## src/core/ptm_defs.vh

```
// Offsets, field positions and reset values of the periodic timer block
`ifndef PTM_DEFS_VH
`define PTM_DEFS_VH

// ****************************************
// Register byte offsets
// ****************************************
`define PTM_OFS_CTRL 5'h00
`define PTM_OFS_CMPA 5'h04
`define PTM_OFS_CMPP 5'h08
`define PTM_OFS_CNT 5'h0C
`define PTM_OFS_FLAG 5'h10

// ****************************************
// Control register fields
// ****************************************
`define PTM_F_RUN 0
`define PTM_F_CKS_LO 1
`define PTM_F_CKS_HI 2
`define PTM_F_MODE_LO 4
`define PTM_F_MODE_HI 5
`define PTM_F_ACT_LO 6
`define PTM_F_ACT_HI 7
`define PTM_F_OLVL 8
`define PTM_F_INV 9
`define PTM_F_CCLR 10
`define PTM_CTRL_W 11
`define PTM_CTRL_RST 11'h000

// ****************************************
// Flag register fields
// ****************************************
`define PTM_F_FLAG_A 0
`define PTM_F_FLAG_P 1

// ****************************************
// Encodings
// ****************************************
`define PTM_MODE_CMP 2'h0
`define PTM_MODE_PWM 2'h2
`define PTM_MODE_TMR 2'h3
`define PTM_ACT_NONE 2'h0
`define PTM_ACT_LOW 2'h1
`define PTM_ACT_HIGH 2'h2
`define PTM_ACT_TGL 2'h3
`define PTM_RESP_OKAY 2'h0
`define PTM_RESP_SLVERR 2'h2

`endif

```

## src/core/ptm_top.v

```verilog
// Periodic timer with compare, timer, PWM and single pulse modes behind AXI4-Lite
`include "ptm_defs.vh"

// Function
// - Mode 11 is timer mode: behaves as compare mode with same flags.
// - Timer mode leaves the output pin undriven.
// - Mode 10 is PWM, or single pulse with action 11; clear source bit is ignored.
// - PWM: period match clears counter; compare A sets duty.
// - Period value 1..1023 gives that many counts; zero gives 1024.
// - Compare A at or above period gives 100% active output.
// - PWM raises separate A and P match flags.
// - Level bit picks polarity; action field enables PWM or forces pin.
// - Invert bit inverts the waveform driven onto the pin.
// - Counter and compares keep running while the pin is forced.
// - Single pulse: run bit rising starts counter and pulse.
// - Single pulse: external trigger edge sets the run bit.
// - Pulse ends on run cleared or A match; A match clears run.
// - Single pulse: A match raises the A flag.
// - Single pulse: counter zeroed only when run rises.
// - Single pulse ignores period value and clear source bit.
// - Compare modes: clear on A (A flag only) or on P/overflow.
// - Compare A zero: counter overflows at 3FF, no A flag.
// - Compare mode: pin changes on A match per action; level bit initial.
// - PWM and pulse: level bit 0 active low, 1 active high.
module ptm_top #(
	parameter PSC_W = 2,
	parameter CNT_W = 10
) (
	// Clock and reset
	input wire CLK,
	input wire RST_N,
	// AXI4-Lite write address
	input wire [4:0] S_AXI_AWADDR,
	input wire S_AXI_AWVALID,
	output wire S_AXI_AWREADY,
	// AXI4-Lite write data
	input wire [31:0] S_AXI_WDATA,
	input wire [3:0] S_AXI_WSTRB,
	input wire S_AXI_WVALID,
	output wire S_AXI_WREADY,
	// AXI4-Lite write response
	output reg [1:0] S_AXI_BRESP,
	output reg S_AXI_BVALID,
	input wire S_AXI_BREADY,
	// AXI4-Lite read address
	input wire [4:0] S_AXI_ARADDR,
	input wire S_AXI_ARVALID,
	output wire S_AXI_ARREADY,
	// AXI4-Lite read data
	output reg [31:0] S_AXI_RDATA,
	output reg [1:0] S_AXI_RRESP,
	output reg S_AXI_RVALID,
	input wire S_AXI_RREADY,
	// Timer pins
	input wire EXTERNAL_TRIGGER_PIN,
	output reg TIMER_PIN_O,
	output reg TIMER_PIN_OE_N
);

	// ****************************************
	// Register bus
	// ****************************************
	reg [4:0] aw_addr_r;
	reg aw_held_r;
	reg [31:0] w_data_r;
	reg [3:0] w_strb_r;
	reg w_held_r;
	reg [`PTM_CTRL_W-1:0] ctrl_r;
	reg [CNT_W-1:0] cmpa_r;
	reg [CNT_W-1:0] cmpp_r;
	reg [CNT_W-1:0] cnt_r;
	reg [1:0] flag_r;
	reg run_prev_r;
	reg trig_prev_r;
	reg [PSC_W+1:0] psc_r;

	wire do_wr = aw_held_r & w_held_r & ~S_AXI_BVALID;
	wire [31:0] wmask = {{8{w_strb_r[3]}}, {8{w_strb_r[2]}}, {8{w_strb_r[1]}}, {8{w_strb_r[0]}}};
	wire wr_ctrl = do_wr & (aw_addr_r[4:2] == 3'h0);
	wire wr_cmpa = do_wr & (aw_addr_r[4:2] == 3'h1);
	wire wr_cmpp = do_wr & (aw_addr_r[4:2] == 3'h2);
	wire wr_flag = do_wr & (aw_addr_r[4:2] == 3'h4);
	wire wr_ok = wr_ctrl | wr_cmpa | wr_cmpp | wr_flag | (do_wr & (aw_addr_r[4:2] == 3'h3));

	assign S_AXI_AWREADY = ~aw_held_r & ~S_AXI_BVALID;
	assign S_AXI_WREADY = ~w_held_r & ~S_AXI_BVALID;
	assign S_AXI_ARREADY = ~S_AXI_RVALID;

	function [31:0] merge;
		input [31:0] old;
		input [31:0] nw;
		input [31:0] m;
		begin
			merge = (old & ~m) | (nw & m);
		end
	endfunction

	wire [31:0] ctrl_wv = merge({21'h0, ctrl_r}, w_data_r, wmask);
	wire [31:0] cmpa_wv = merge({22'h0, cmpa_r}, w_data_r, wmask);
	wire [31:0] cmpp_wv = merge({22'h0, cmpp_r}, w_data_r, wmask);
	wire [1:0] flag_clr = wr_flag ? (w_data_r[1:0] & {2{w_strb_r[0]}}) : 2'h0;

	// ****************************************
	// Control fields
	// ****************************************
	wire run = ctrl_r[`PTM_F_RUN];
	wire [1:0] cks = ctrl_r[`PTM_F_CKS_HI:`PTM_F_CKS_LO];
	wire [1:0] mode = ctrl_r[`PTM_F_MODE_HI:`PTM_F_MODE_LO];
	wire [1:0] act = ctrl_r[`PTM_F_ACT_HI:`PTM_F_ACT_LO];
	wire olvl = ctrl_r[`PTM_F_OLVL];
	wire inv = ctrl_r[`PTM_F_INV];
	wire cclr = ctrl_r[`PTM_F_CCLR];

	wire is_pwm = (mode == `PTM_MODE_PWM) & (act != `PTM_ACT_TGL);
	wire is_sp = (mode == `PTM_MODE_PWM) & (act == `PTM_ACT_TGL);
	wire is_tmr = (mode == `PTM_MODE_TMR);
	wire is_cmp = ~mode[1] | is_tmr;

	// ****************************************
	// Prescaler and counter
	// ****************************************
	// Selects clock, /2, /4 or /8; the divider always runs so ticks stay even
	wire [PSC_W+1:0] psc_mask = ~({(PSC_W+2){1'b1}} << cks);
	wire tick = ((psc_r & psc_mask) == psc_mask);
	wire run_rise = run & ~run_prev_r;
	wire trig_edge = EXTERNAL_TRIGGER_PIN & ~trig_prev_r;

	wire [CNT_W-1:0] cnt_inc = cnt_r + 1'b1;
	wire adv = run & tick & ~run_rise;
	// Compare A never matches at zero, so the counter just wraps past 3FF
	wire a_hit = adv & (cmpa_r != {CNT_W{1'b0}}) & (cnt_inc == cmpa_r);
	// Period zero matches on wrap, which gives the 1024-count period
	wire p_hit = adv & (cnt_inc == cmpp_r);

	reg [CNT_W-1:0] cnt_nxt;
	reg [1:0] flag_set;
	reg run_hw_clr;

	always @* begin
		cnt_nxt = cnt_r;
		flag_set = 2'h0;
		run_hw_clr = 1'b0;
		if (is_sp) begin
			if (run_rise) begin
				cnt_nxt = {CNT_W{1'b0}};
			end else if (adv) begin
				cnt_nxt = cnt_inc;
				if (a_hit) begin
					flag_set[`PTM_F_FLAG_A] = 1'b1;
					run_hw_clr = 1'b1;
				end
			end
		end else if (is_pwm) begin
			if (adv) begin
				cnt_nxt = p_hit ? {CNT_W{1'b0}} : cnt_inc;
				flag_set[`PTM_F_FLAG_A] = a_hit;
				flag_set[`PTM_F_FLAG_P] = p_hit;
			end
		end else if (adv) begin
			cnt_nxt = cnt_inc;
			if (cclr) begin
				flag_set[`PTM_F_FLAG_A] = a_hit;
				if (a_hit) begin
					cnt_nxt = {CNT_W{1'b0}};
				end
			end else begin
				flag_set[`PTM_F_FLAG_A] = a_hit;
				flag_set[`PTM_F_FLAG_P] = p_hit;
				if (p_hit) begin
					cnt_nxt = {CNT_W{1'b0}};
				end
			end
		end
	end

	// ****************************************
	// Output pin
	// ****************************************
	// Counter below compare A means active; A at or above period keeps it active
	wire pwm_act = (cnt_r < cmpa_r);
	wire lvl_act = olvl;
	reg pin_nxt;
	reg cmp_out_r;
	reg cmp_out_nxt;
	reg run_nxt_v;

	always @* begin
		cmp_out_nxt = cmp_out_r;
		if (run_rise) begin
			cmp_out_nxt = olvl;
		end else if (a_hit & is_cmp) begin
			case (act)
				`PTM_ACT_LOW: cmp_out_nxt = 1'b0;
				`PTM_ACT_HIGH: cmp_out_nxt = 1'b1;
				`PTM_ACT_TGL: cmp_out_nxt = ~cmp_out_r;
				default: cmp_out_nxt = cmp_out_r;
			endcase
		end
	end

	always @* begin
		if (is_sp) begin
			pin_nxt = (run_nxt_v ? lvl_act : ~lvl_act) ^ inv;
		end else if (is_pwm) begin
			case (act)
				`PTM_ACT_NONE: pin_nxt = 1'b0 ^ inv;
				`PTM_ACT_LOW: pin_nxt = 1'b1 ^ inv;
				default: pin_nxt = (pwm_act ? lvl_act : ~lvl_act) ^ inv;
			endcase
		end else begin
			pin_nxt = cmp_out_nxt ^ inv;
		end
	end

	// ****************************************
	// Run bit: software write, trigger set, match clear
	// ****************************************
	always @* begin
		run_nxt_v = wr_ctrl ? ctrl_wv[`PTM_F_RUN] : run;
		if (is_sp & trig_edge) begin
			run_nxt_v = 1'b1;
		end
		// A match ends the pulse even against a racing software write
		if (run_hw_clr) begin
			run_nxt_v = 1'b0;
		end
	end

	// ****************************************
	// State registers
	// ****************************************
	always @(posedge CLK) begin
		if (!RST_N) begin
			ctrl_r <= `PTM_CTRL_RST;
			cmpa_r <= {CNT_W{1'b0}};
			cmpp_r <= {CNT_W{1'b0}};
			cnt_r <= {CNT_W{1'b0}};
			flag_r <= 2'h0;
			run_prev_r <= 1'b0;
			trig_prev_r <= 1'b0;
			psc_r <= {(PSC_W+2){1'b0}};
			cmp_out_r <= 1'b0;
			TIMER_PIN_O <= 1'b0;
			TIMER_PIN_OE_N <= 1'b1;
		end else begin
			if (wr_ctrl) begin
				ctrl_r[`PTM_CTRL_W-1:1] <= ctrl_wv[`PTM_CTRL_W-1:1];
			end
			ctrl_r[`PTM_F_RUN] <= run_nxt_v;
			if (wr_cmpa) begin
				cmpa_r <= cmpa_wv[CNT_W-1:0];
			end
			if (wr_cmpp) begin
				cmpp_r <= cmpp_wv[CNT_W-1:0];
			end
			cnt_r <= cnt_nxt;
			// A new event beats a clear in the same cycle
			flag_r <= (flag_r & ~flag_clr) | flag_set;
			run_prev_r <= run;
			trig_prev_r <= EXTERNAL_TRIGGER_PIN;
			psc_r <= psc_r + 1'b1;
			cmp_out_r <= cmp_out_nxt;
			TIMER_PIN_O <= pin_nxt;
			TIMER_PIN_OE_N <= is_tmr;
		end
	end

	// ****************************************
	// Bus handshakes
	// ****************************************
	always @(posedge CLK) begin
		if (!RST_N) begin
			aw_addr_r <= 5'h00;
			aw_held_r <= 1'b0;
			w_data_r <= 32'h00000000;
			w_strb_r <= 4'h0;
			w_held_r <= 1'b0;
			S_AXI_BVALID <= 1'b0;
			S_AXI_BRESP <= `PTM_RESP_OKAY;
			S_AXI_RVALID <= 1'b0;
			S_AXI_RRESP <= `PTM_RESP_OKAY;
			S_AXI_RDATA <= 32'h00000000;
		end else begin
			if (S_AXI_AWVALID & S_AXI_AWREADY) begin
				aw_addr_r <= S_AXI_AWADDR;
				aw_held_r <= 1'b1;
			end
			if (S_AXI_WVALID & S_AXI_WREADY) begin
				w_data_r <= S_AXI_WDATA;
				w_strb_r <= S_AXI_WSTRB;
				w_held_r <= 1'b1;
			end
			if (do_wr) begin
				aw_held_r <= 1'b0;
				w_held_r <= 1'b0;
				S_AXI_BVALID <= 1'b1;
				S_AXI_BRESP <= wr_ok ? `PTM_RESP_OKAY : `PTM_RESP_SLVERR;
			end else if (S_AXI_BREADY) begin
				S_AXI_BVALID <= 1'b0;
			end
			if (S_AXI_ARVALID & S_AXI_ARREADY) begin
				S_AXI_RVALID <= 1'b1;
				S_AXI_RRESP <= `PTM_RESP_OKAY;
				case (S_AXI_ARADDR[4:2])
					3'h0: S_AXI_RDATA <= {21'h0, ctrl_r};
					3'h1: S_AXI_RDATA <= {22'h0, cmpa_r};
					3'h2: S_AXI_RDATA <= {22'h0, cmpp_r};
					3'h3: S_AXI_RDATA <= {22'h0, cnt_r};
					3'h4: S_AXI_RDATA <= {30'h0, flag_r};
					default: begin
						S_AXI_RDATA <= 32'h00000000;
						S_AXI_RRESP <= `PTM_RESP_SLVERR;
					end
				endcase
			end else if (S_AXI_RREADY) begin
				S_AXI_RVALID <= 1'b0;
			end
		end
	end

endmodule

```

## config.mk

```make
export PLATFORM = sky130hd
export DESIGN_NAME = ptm_top
export DESIGN_NICKNAME = d
export VERILOG_FILES = /design/src/core/ptm_top.v
export VERILOG_INCLUDE_DIRS = /design/src /design/src/core
export SDC_FILE = /design/constraint.sdc
export NUM_CORES = 1
export LEC_CHECK = 0
export ABC_AREA = 1
export BUFFER_PORTS_ARGS = -buffer_cell sky130_fd_sc_hd__clkbuf_2
export CAP_MARGIN = 15
export CORE_UTILIZATION = 35
export CTS_CLUSTER_SIZE = 12
export DETAILED_ROUTE_END_ITERATION = 8
export PLACE_DENSITY = 0.53
export SETUP_SLACK_MARGIN = 0.05
export SLEW_MARGIN = 10
export SYNTH_ARGS = -nofsm -noshare
export SYNTH_HDL_FRONTEND = slang
export SYNTH_SLANG_ARGS = --single-unit
```

## constraint.sdc

```tcl
create_clock -name CLK -period 4.3 [get_ports CLK]
set_clock_uncertainty 0.05 [all_clocks]
set_input_delay 0.43 -clock CLK [delete_from_list [all_inputs] [get_ports CLK]]
set_output_delay 0.43 -clock CLK [all_outputs]
set_load 0.05 [all_outputs]
```

==> metrics.md, run 1 <==
| Metric | Value |
|---|---|
| Buffers on Ports | 46 |
| Worst r2r path cells | 11 |
| Largest family of logic cells by synthesized area | simple AND/OR/NAND/NOR gates |
| HP Class | in -> reg |
| Htree depth | 3 |
| Cts repair resizes | 0 |
| Reg2Reg Setup Slack | 1.61 ns |
| Critical path data arrival time | 2.86 ns |
| CP peak stage delay | 0.46 ns |
| Post-detail-place hpwl | 9450 µm |
| Layout area overhead | 13.9% |
| Post-synthesis mux area share | 0% |
| RePlAce Congestion | 0.910 |
| Fillers | 1367 |
| First-pass GRT wire length | 19800 µm |
| Pre-CTS setup slack | 1.66 ns |
| Avg Cell Area, Syn | 6.88 µm² |
| DRT iter0 DRCs | 199 |
| Mapped Cells | 662 |
| Worst hold margin | 0.255 ns |
| Die width | 116 µm |
| Power Density | 350 mW/mm² |
| CTS tree | done |
| Crit path kind | reg -> reg |
| Slowest CP cell | nand3_1 |
| Die Ht | 116 µm |
| Critical-path cell list | ha_1 > nand2_2 > nor2_4 > nand4_1 > nand2_2 > xor2_1 > nand3_1 > nor2_1 > nand3_1 > nand3_1 > a21oi_1 |
| Vias in the first global route | 3808 |
| Worst-path clk slew | 0.06 ns |
| Drt pass-1 iters | 5 |
| Share of the yosys chip area belonging to registers | 36.9% |
| CTS Buf Count | 9 |
| Fin crit share | 62.6% |
| CP endpoint kind | register |
| Vias per inst | 4.88 |
| Delay-heaviest family, CP | simple AND/OR/NAND/NOR gates |
| Placeable Area | 0.0127 mm² |
| All-layer global routing usage | 19.7% |
| WL/cell | 14.1 µm |
| Gr ovfl total | 0 |
| Max VDD drop | 0.000194 V |
| Final wirelength | 12500 µm |
| Post-synthesis compound-gate area fraction | 16.8% |
| Crit Path Max Fanout | 10 |
| WHS Endpoint | trig_prev_r |
| Bufs on Longest Clock Path | 2 |
| Mapped Area | 0.00455 mm² |
| Maxcap violations | 0 |
| Share of cells above drive strength 1 | 13.6% |
| Setup ws final | 1.61 ns |
| Antenna-violating nets left | 0 |
| Hold Buf Count CTS | 0 |
| Worst skew pair latency | 0.34 ns |
| Worst R2R End | cnt_r[8] |
| Final Hold Viols | 0 |
| I/O Pins | 97 |
| Post-Synth XOR/XNOR Area | 1.54% |
| Req. time, crit path | 4.47 ns |
| Status | completed |
| Placed cell area | 0.00488 mm² |
| Power, Total | 1820 µW |
| Tmin final | 2.69 ns |
| WP buf/inv | 0 |
| Slew @ Worst Pin | 0.903 ns |
| Relative slew slack | 39.8% |
| Vias | 4312 |
| Startpoint Class | register |
| Synth Area in Adders | 3.30% |
| Initial Utilization | 35.9% |
| Clock Root Buffer | clkbuf_16 |
| Lkg Pwr | 0.00217 µW |
| Antenna violations before repair | 0 |
| Hold depth | 3 |
| Seq cells post-synth | 84 |
| Final Cell Area | 0.00519 mm² |
| Max-slew violations | 0 |
| Simple-gate area share of the yosys netlist | 30.4% |
| Setup Viol. Count Final | 0 |
| Cell variety after synth | 41 |
| Setup_tns | 0 ns |
| DIE AREA | 0.0135 mm² |
| Most common cell on crit path | nand3_1 |
| ANT cells | 0 |
| Largest net degree at the start of global routing | 58 |
| Setup bufs post-CTS | 0 |
| Drc violations | 0 |
| Worst R2R Start | cnt_r[1] |
| Number of placement rows | 41 |
| Clk sinks | 84 |
| Ys Warns | 0 |
| Fmax | 371 MHz |
| Nets | 773 |
| RSZ-0062 raised after global routing | no |
| Min-delay src | EXTERNAL_TRIGGER_PIN |
==> cells in the mapped netlist, drive strengths merged <==
master | number | area [µm²]
o21ai | 62 | 314
o211ai | 1 | 7.51
a22oi | 8 | 60.1
nand2 | 140 | 573
dfxtp | 84 | 1680
nand4 | 5 | 46.3
conb | 1 | 3.75
nor3b | 1 | 7.51
o21bai | 3 | 26.3
xor2 | 7 | 61.3
xnor2 | 1 | 8.76
clkinv | 1 | 3.75
nor2 | 97 | 403
nand3 | 57 | 300
buf | 25 | 188
o32ai | 1 | 8.76
inv | 67 | 251
o2111ai | 1 | 8.76
a21oi | 62 | 310
ha | 12 | 150
o22ai | 1 | 6.26
nor3 | 8 | 56.3
o21a | 1 | 7.51
a31oi | 1 | 6.26
a32o | 1 | 10.0
clkbuf | 14 | 52.6
==> worst max path at each step <==
stage | endpoint | cells past startpoint | start
2_1_floorplan | w_data_r[2] | 6 | S_AXI_BVALID
3_3_place_gp | cnt_r[1] | 11 | cnt_r[1]
3_5_place_dp | cnt_r[8] | 11 | cnt_r[1]
4_1_cts | cnt_r[8] | 11 | cnt_r[1]
5_1_grt | cnt_r[2] | 11 | cnt_r[1]
6_report | cnt_r[8] | 11 | cnt_r[1]
==> report_power, final <==
part           internal (µW)  switching [µW]
Combinational           40.8             139
Clock                    471             337
Sequential               803            25.5
Total                   1310             502
==> kinds of logic after synthesis <==
group | Yosys count
xor gates and xnor gates | 8
adders and majority gates | 12
AOI/OAI and AO/OA | 142
DFF | 84
other | 1
and+or+nand+nor | 308
buffers and inverters | 107
==> final cells by class <==
type	instances	area (µm²)	area share (%)
multi-input combinational	493	2460	47.4
tap	172	215	4.15
clock buffer	10	239	4.61
timing repair buffer	51	268	5.16
inverter	68	255	4.92
sequential	84	1680	32.4
clock inverter	6	70.1	1.35
==> worst register-to-register path: stages, from the launching register on <==
cell	delay, ns
dfxtp_1	0.44
ha_1	0.22
nand2_2	0.11
nor2_4	0.16
nand4_1	0.15
nand2_2	0.15
xor2_1	0.23
nand3_1	0.10
nor2_1	0.15
nand3_1	0.46
nand3_1	0.26
a21oi_1	0.08
==> metal layers <==
layer  GRT usage [%]  wire length [µm]  vias to the layer above
li1                -                 -                     2223
met1            26.0              5890                     1937
met2            31.1              5640                      130
met3            3.40               571                       22
met5               0                 0                        -
met4            9.32               378                        0
==> cells in the final DEF (no fill, tap or decap), drive strengths merged <==
cell type  netlist  final
buf             25      5
dfxtp           84     84
nand3           57     57
nand2          140    140
o211ai           1      1
conb             1     23
nor2            97     97
a32o             1      1
clkinv           1      4
inv             67     69
o32ai            1      1
a31oi            1      1
nand4            5      5
clkbuf          14     56
bufinv           0      1
o22ai            1      1
o21bai           3      3
a22oi            8      8
o2111ai          1      1
a21oi           62     62
o21a             1      1
nor3             8      8
xnor2            1      1
nor3b            1      1
xor2             7      7
ha              12     12
o21ai           62     62
==> metrics by stage <==
stage | util, % | std cells
after floorplan | - | 684
final | 40.9 | 884
after global placement | 38.5 | 868
after CTS | 40.9 | 884
after global routing | 40.9 | 884
after detailed placement | 38.5 | 868
Note: power is estimated with default switching activity, not from simulation.
==> run 2, diff against run 1 <==
PLACE_DENSITY = 0.55   (was 0.53)
clock period = 2.4 ns   (was 4.3 ns; I/O delays follow)
==> metrics.md, run 2 (synthesis results as in run 1) <==
| Metric | Value |
|---|---|
| Hold Buf Count CTS | 0 |
| Largest net degree at the start of global routing | 57 |
| Clk sinks | 84 |
| First-pass GRT wire length | 20700 µm |
| Number of placement rows | 41 |
| RSZ-0062 raised after global routing | yes |
| Most frequent cells in the layout | nand2_1 (121), nor2_1 (87), dfxtp_1 (79) |
| Startpoint Class | register |
| Fmax | 423 MHz |
| Layout area overhead | 23.1% |
| Critical path data arrival time | 2.51 ns |
| All-layer global routing usage | 20.4% |
| Reg2Reg Setup Slack | 0.04 ns |
| Placeable Area | 0.0127 mm² |
| Htree depth | 3 |
| Req. time, crit path | 2.55 ns |
| Nets | 801 |
| Lkg Pwr | 0.00232 µW |
| Post-layout instance count excluding filler cells | 912 |
| Drc violations | 0 |
| Power, Total | 3240 µW |
| Drt pass-1 iters | 4 |
| Vias in the first global route | 4034 |
| DIE AREA | 0.0135 mm² |
| Maxcap violations | 0 |
| Buffers on Ports | 46 |
| Setup ws final | 0.0369 ns |
| CP endpoint kind | register |
| ANT cells | 0 |
| Antenna-violating nets left | 0 |
| Clock Root Buffer | clkbuf_16 |
| Slew @ Worst Pin | 0.952 ns |
| Die Ht | 116 µm |
| Vias | 4401 |
| DRT iter0 DRCs | 197 |
| CTS Buf Count | 9 |
| I/O Pins | 97 |
| Bufs on Longest Clock Path | 2 |
| Pre-CTS setup slack | -0.0619 ns |
| WL/cell | 14.4 µm |
| Initial Utilization | 35.9% |
| RePlAce Congestion | 0.899 |
| Delay-heaviest family, CP | simple AND/OR/NAND/NOR gates |
| Worst skew pair latency | 0.34 ns |
| Slowest CP cell | dfxtp_4 |
| HP Class | in -> reg |
| Die width | 116 µm |
| Status | completed |
| Final wirelength | 13100 µm |
| Crit path kind | reg -> reg |
| Tmin final | 2.36 ns |
| CTS tree | done |
| Max VDD drop | 0.000273 V |
| Gr ovfl total | 0 |
| CP peak stage delay | 0.39 ns |
| Power Density | 578 mW/mm² |
| Fin crit share | 98.5% |
| Post-detail-place hpwl | 9700 µm |
| Worst-path clk slew | 0.07 ns |
| Vias per inst | 4.83 |
| Setup Viol. Count Final | 0 |
| Antenna violations before repair | 0 |
| WP buf/inv | 0 |
| Critical-path cell list | ha_4 > nand2_4 > nor2_4 > nand4_1 > nand2_2 > xor2_2 > nand3_1 > nor2_2 > nand3_2 > nand2_4 > nand4_4 > nand3_2 > a21oi_1 |
| Setup_tns | 0 ns |
| Commonest non-fill, non-tap cell in the layout | nand2_1 |
| Max-slew violations | 0 |
| Inst Count DP | 887 |
| Share of cells above drive strength 1 | 22.3% |
| Final Hold Viols | 0 |
| Crit Path Max Fanout | 5 |
| Relative slew slack | 36.1% |
[run 2: cell types whose count changed in the layout (fill, tap and decap cells not counted), sizes merged]
cell / previous run / this run
clkinvlp: 0 / 1
clkbuf: 56 / 55
nand4: 5 / 6
buf: 5 / 32
[run 2: through the flow]
stage               hold slack, ns  utilization, %  cell area [µm²]
detailed placement           0.393            39.6             5020
finish                      0.0443            44.2             5610
global placement             0.392            39.6             5020
floorplan                    0.288               -             4640
global route                0.0753            44.2             5610
CTS                         0.0382            42.6             5390
[run 2: layout make-up]
| type | count | area (µm²) |
|---|---|---|
| Sequential cell | 84 | 1690 |
| Inverter | 68 | 258 |
| Multi-Input combinational cell | 494 | 2670 |
| Fill cell | 1333 | 7070 |
| Clock inverter | 7 | 73.8 |
| Timing Repair Buffer | 78 | 474 |
| Clock buffer | 9 | 225 |
| Tap cell | 172 | 215 |
[run 2: path summary, 6_finish.rpt]
kind	start	to	cells after the start
worst min register to register	psc_r[0]	psc_r[0]	1
worst max register to register	cnt_r[0]	cnt_r[8]	13
worst min-delay path	EXTERNAL_TRIGGER_PIN	trig_prev_r	3
worst max-delay path	cnt_r[0]	cnt_r[8]	13
[run 2: timing repair]
action                     4_1_cts  5_1_grt
setup endpoints to repair       10       11
buffers inserted                 3        5
gates resized for setup          8       44
pin swaps                        2       21
cloned                           1        0
[run 2: per-layer routing]
| layer | routed length, µm | up-vias | global-route usage (%) |
|---|---|---|---|
| met5 | 0 | - | 0 |
| met1 | 5950 | 1989 | 26.4 |
| met3 | 650 | 21 | 2.77 |
| li1 | - | 2265 | - |
| met2 | 6110 | 126 | 33.6 |
| met4 | 411 | 0 | 9.74 |
[run 2: worst register-to-register path, cell delays in order (launching register included)]
cell	delay (ns)
dfxtp_4	0.39
ha_4	0.16
nand2_4	0.07
nor2_4	0.18
nand4_1	0.15
nand2_2	0.16
xor2_2	0.19
nand3_1	0.11
nor2_2	0.18
nand3_2	0.10
nand2_4	0.11
nand4_4	0.17
nand3_2	0.12
a21oi_1	0.07
[run 2: where the power goes]
part           leakage (µW)  internal (µW)  total, µW  switching [µW]
logic               0.00149           77.5        329             252
registers          0.000686           1440       1480            45.1
clock network      0.000146            812       1430             614
total               0.00232           2330       3240             910
==> run 3, diff against run 2 <==
PLACE_DENSITY = 0.53   (was 0.55)
clock period = 2.7 ns   (was 2.4 ns; I/O delays follow)
==> metrics.md, run 3 (synthesis results as in run 1) <==
| Metric | Value |
|---|---|
| Gr ovfl total | 0 |
| DIE AREA | 0.0135 mm² |
| Startpoint Class | register |
| Bufs on Longest Clock Path | 2 |
| Drc violations | 0 |
| Lkg Pwr | 0.00220 µW |
| Clock Power Share | 44.4% |
| Setup crit start | cnt_r[0] |
| WL/cell | 13.9 µm |
| Max VDD drop | 0.000290 V |
| Crit path kind | reg -> reg |
| RSZ-0062 raised after global routing | yes |
| Most frequent cells in the layout | nand2_1 (125), nor2_1 (89), dfxtp_1 (81) |
| Tmin final | 2.42 ns |
| Number of placement rows | 41 |
| Clock Root Buffer | clkbuf_16 |
| HP Class | in -> reg |
| Worst skew pair latency | 0.35 ns |
| DRT iter0 DRCs | 247 |
| Min-delay src | EXTERNAL_TRIGGER_PIN |
| Share of cells above drive strength 1 | 15.3% |
| I/O Pins | 97 |
| ANT cells | 0 |
| Vias | 4280 |
| RePlAce Congestion | 0.874 |
| CP endpoint kind | register |
| Max-slew violations | 0 |
| Critical path data arrival time | 2.60 ns |
| Fillers | 1373 |
| CTS Buf Count | 9 |
| All-layer global routing usage | 19.9% |
| Nets | 781 |
| Setup ws final | 0.281 ns |
| Antenna-violating nets left | 0 |
| Comb power frac | 10.0% |
| Pre-CTS setup slack | 0.185 ns |
| Final wirelength | 12400 µm |
| End-of-flow core utilization | 41.5% |
| Htree depth | 3 |
| Status | completed |
| Power Density | 552 mW/mm² |
| Die width | 116 µm |
| Vias in the first global route | 3957 |
| Crit Path Max Fanout | 9 |
| Commonest non-fill, non-tap cell in the layout | nand2_1 |
| Setup_tns | 0 ns |
| Layout area overhead | 15.4% |
| Worst-path clk slew | 0.06 ns |
| Final Hold Viols | 0 |
| Flop pwr share | 45.5% |
| Antenna violations before repair | 0 |
| Setup Viol. Count Final | 0 |
| Switching Fraction | 27.7% |
| Clk sinks | 84 |
| Fin crit share | 89.6% |
| Buffers on Ports | 46 |
| Worst R2R Start | cnt_r[0] |
| Hold Buf Count CTS | 0 |
| Worst hold margin | 0.0970 ns |
| Req. time, crit path | 2.88 ns |
| Largest net degree at the start of global routing | 57 |
| Maxcap violations | 0 |
| Drt pass-1 iters | 5 |
| First-pass GRT wire length | 20100 µm |
| Psw | 802 µW |
| Initial Utilization | 35.9% |
| CTS tree | done |
| Die Ht | 116 µm |
| Vias per inst | 4.80 |
| Post-detail-place hpwl | 9610 µm |
| Fmax | 413 MHz |
| Internal power | 2100 µW |
| Placeable Area | 0.0127 mm² |
-- run 3: changes by cell type in the layout (fill, tap and decap cells not counted), moves of 3 or more --
| cell | previous run | this run |
|---|---|---|
| inv_1 | 63 | 66 |
| nand3_2 | 14 | 3 |
| nand2_1 | 121 | 125 |
| nand3_1 | 42 | 54 |
| nand2_4 | 6 | 2 |
| buf_4 | 31 | 13 |
| a21oi_1 | 55 | 62 |
| a21oi_2 | 7 | 0 |
-- run 3: timing repair --
item,in CTS,in global routing
setup buffers,0,0
gates resized for setup,0,5
setup endpoints to repair,0,10
-- run 3: layout make-up --
class	instances	area (µm²)	area share (%)
multi-input combinational	493	2460	46.9
sequential	84	1690	32.1
timing repair buffer	59	328	6.24
inverter	68	255	4.86
clock buffer	10	239	4.55
tap	172	215	4.09
clock inverter	6	70.1	1.33
-- run 3: power groups by stage --
stage / clock network, µW / registers (µW) / logic [µW]
finish: 1290 / 1320 / 291
global route: 1360 / 1320 / 324
CTS: 1310 / 1320 / 293
detailed placement: 0 / 1350 / 292
global placement: 0 / 1350 / 289
floorplan: 0 / 1350 / 236
-- run 3: stage by stage --
stage | std cells | cell area (µm²) | power (µW)
global placement | 876 | 4940 | 1630
finish | 892 | 5260 | 2900
global route | 892 | 5260 | 3010
detailed placement | 876 | 4940 | 1640
floorplan | 684 | 4640 | 1580
CTS | 892 | 5250 | 2920
-- run 3: routing by layer --
| metal | GRT usage, % | wire length (µm) | up-vias |
|---|---|---|---|
| met5 | 0 | 0 | - |
| met4 | 9.57 | 370 | 0 |
| met3 | 3.03 | 509 | 23 |
| met2 | 31.7 | 5540 | 123 |
| met1 | 26.3 | 6020 | 1904 |
| li1 | - | - | 2230 |
-- run 3: worst paths after layout --
| kind | to | slack, ns | cells past startpoint |
|---|---|---|---|
| max | cnt_r[3] | 0.28 | 13 |
| min | trig_prev_r | 0.1 | 3 |
| min reg2reg | run_prev_r | 0.41 | 2 |
| max reg2reg | cnt_r[3] | 0.28 | 13 |
-- run 3: critical path, stage by stage (launching register included) --
cell	delay [ns]
dfxtp_2	0.39
ha_1	0.21
nand2_2	0.11
nor2_4	0.16
nand4_1	0.14
nand2_2	0.15
xor2_1	0.23
nand3_1	0.11
nor2_1	0.16
nand3_1	0.09
nand2_1	0.11
nand4_4	0.19
nand3_1	0.14
a21oi_1	0.06
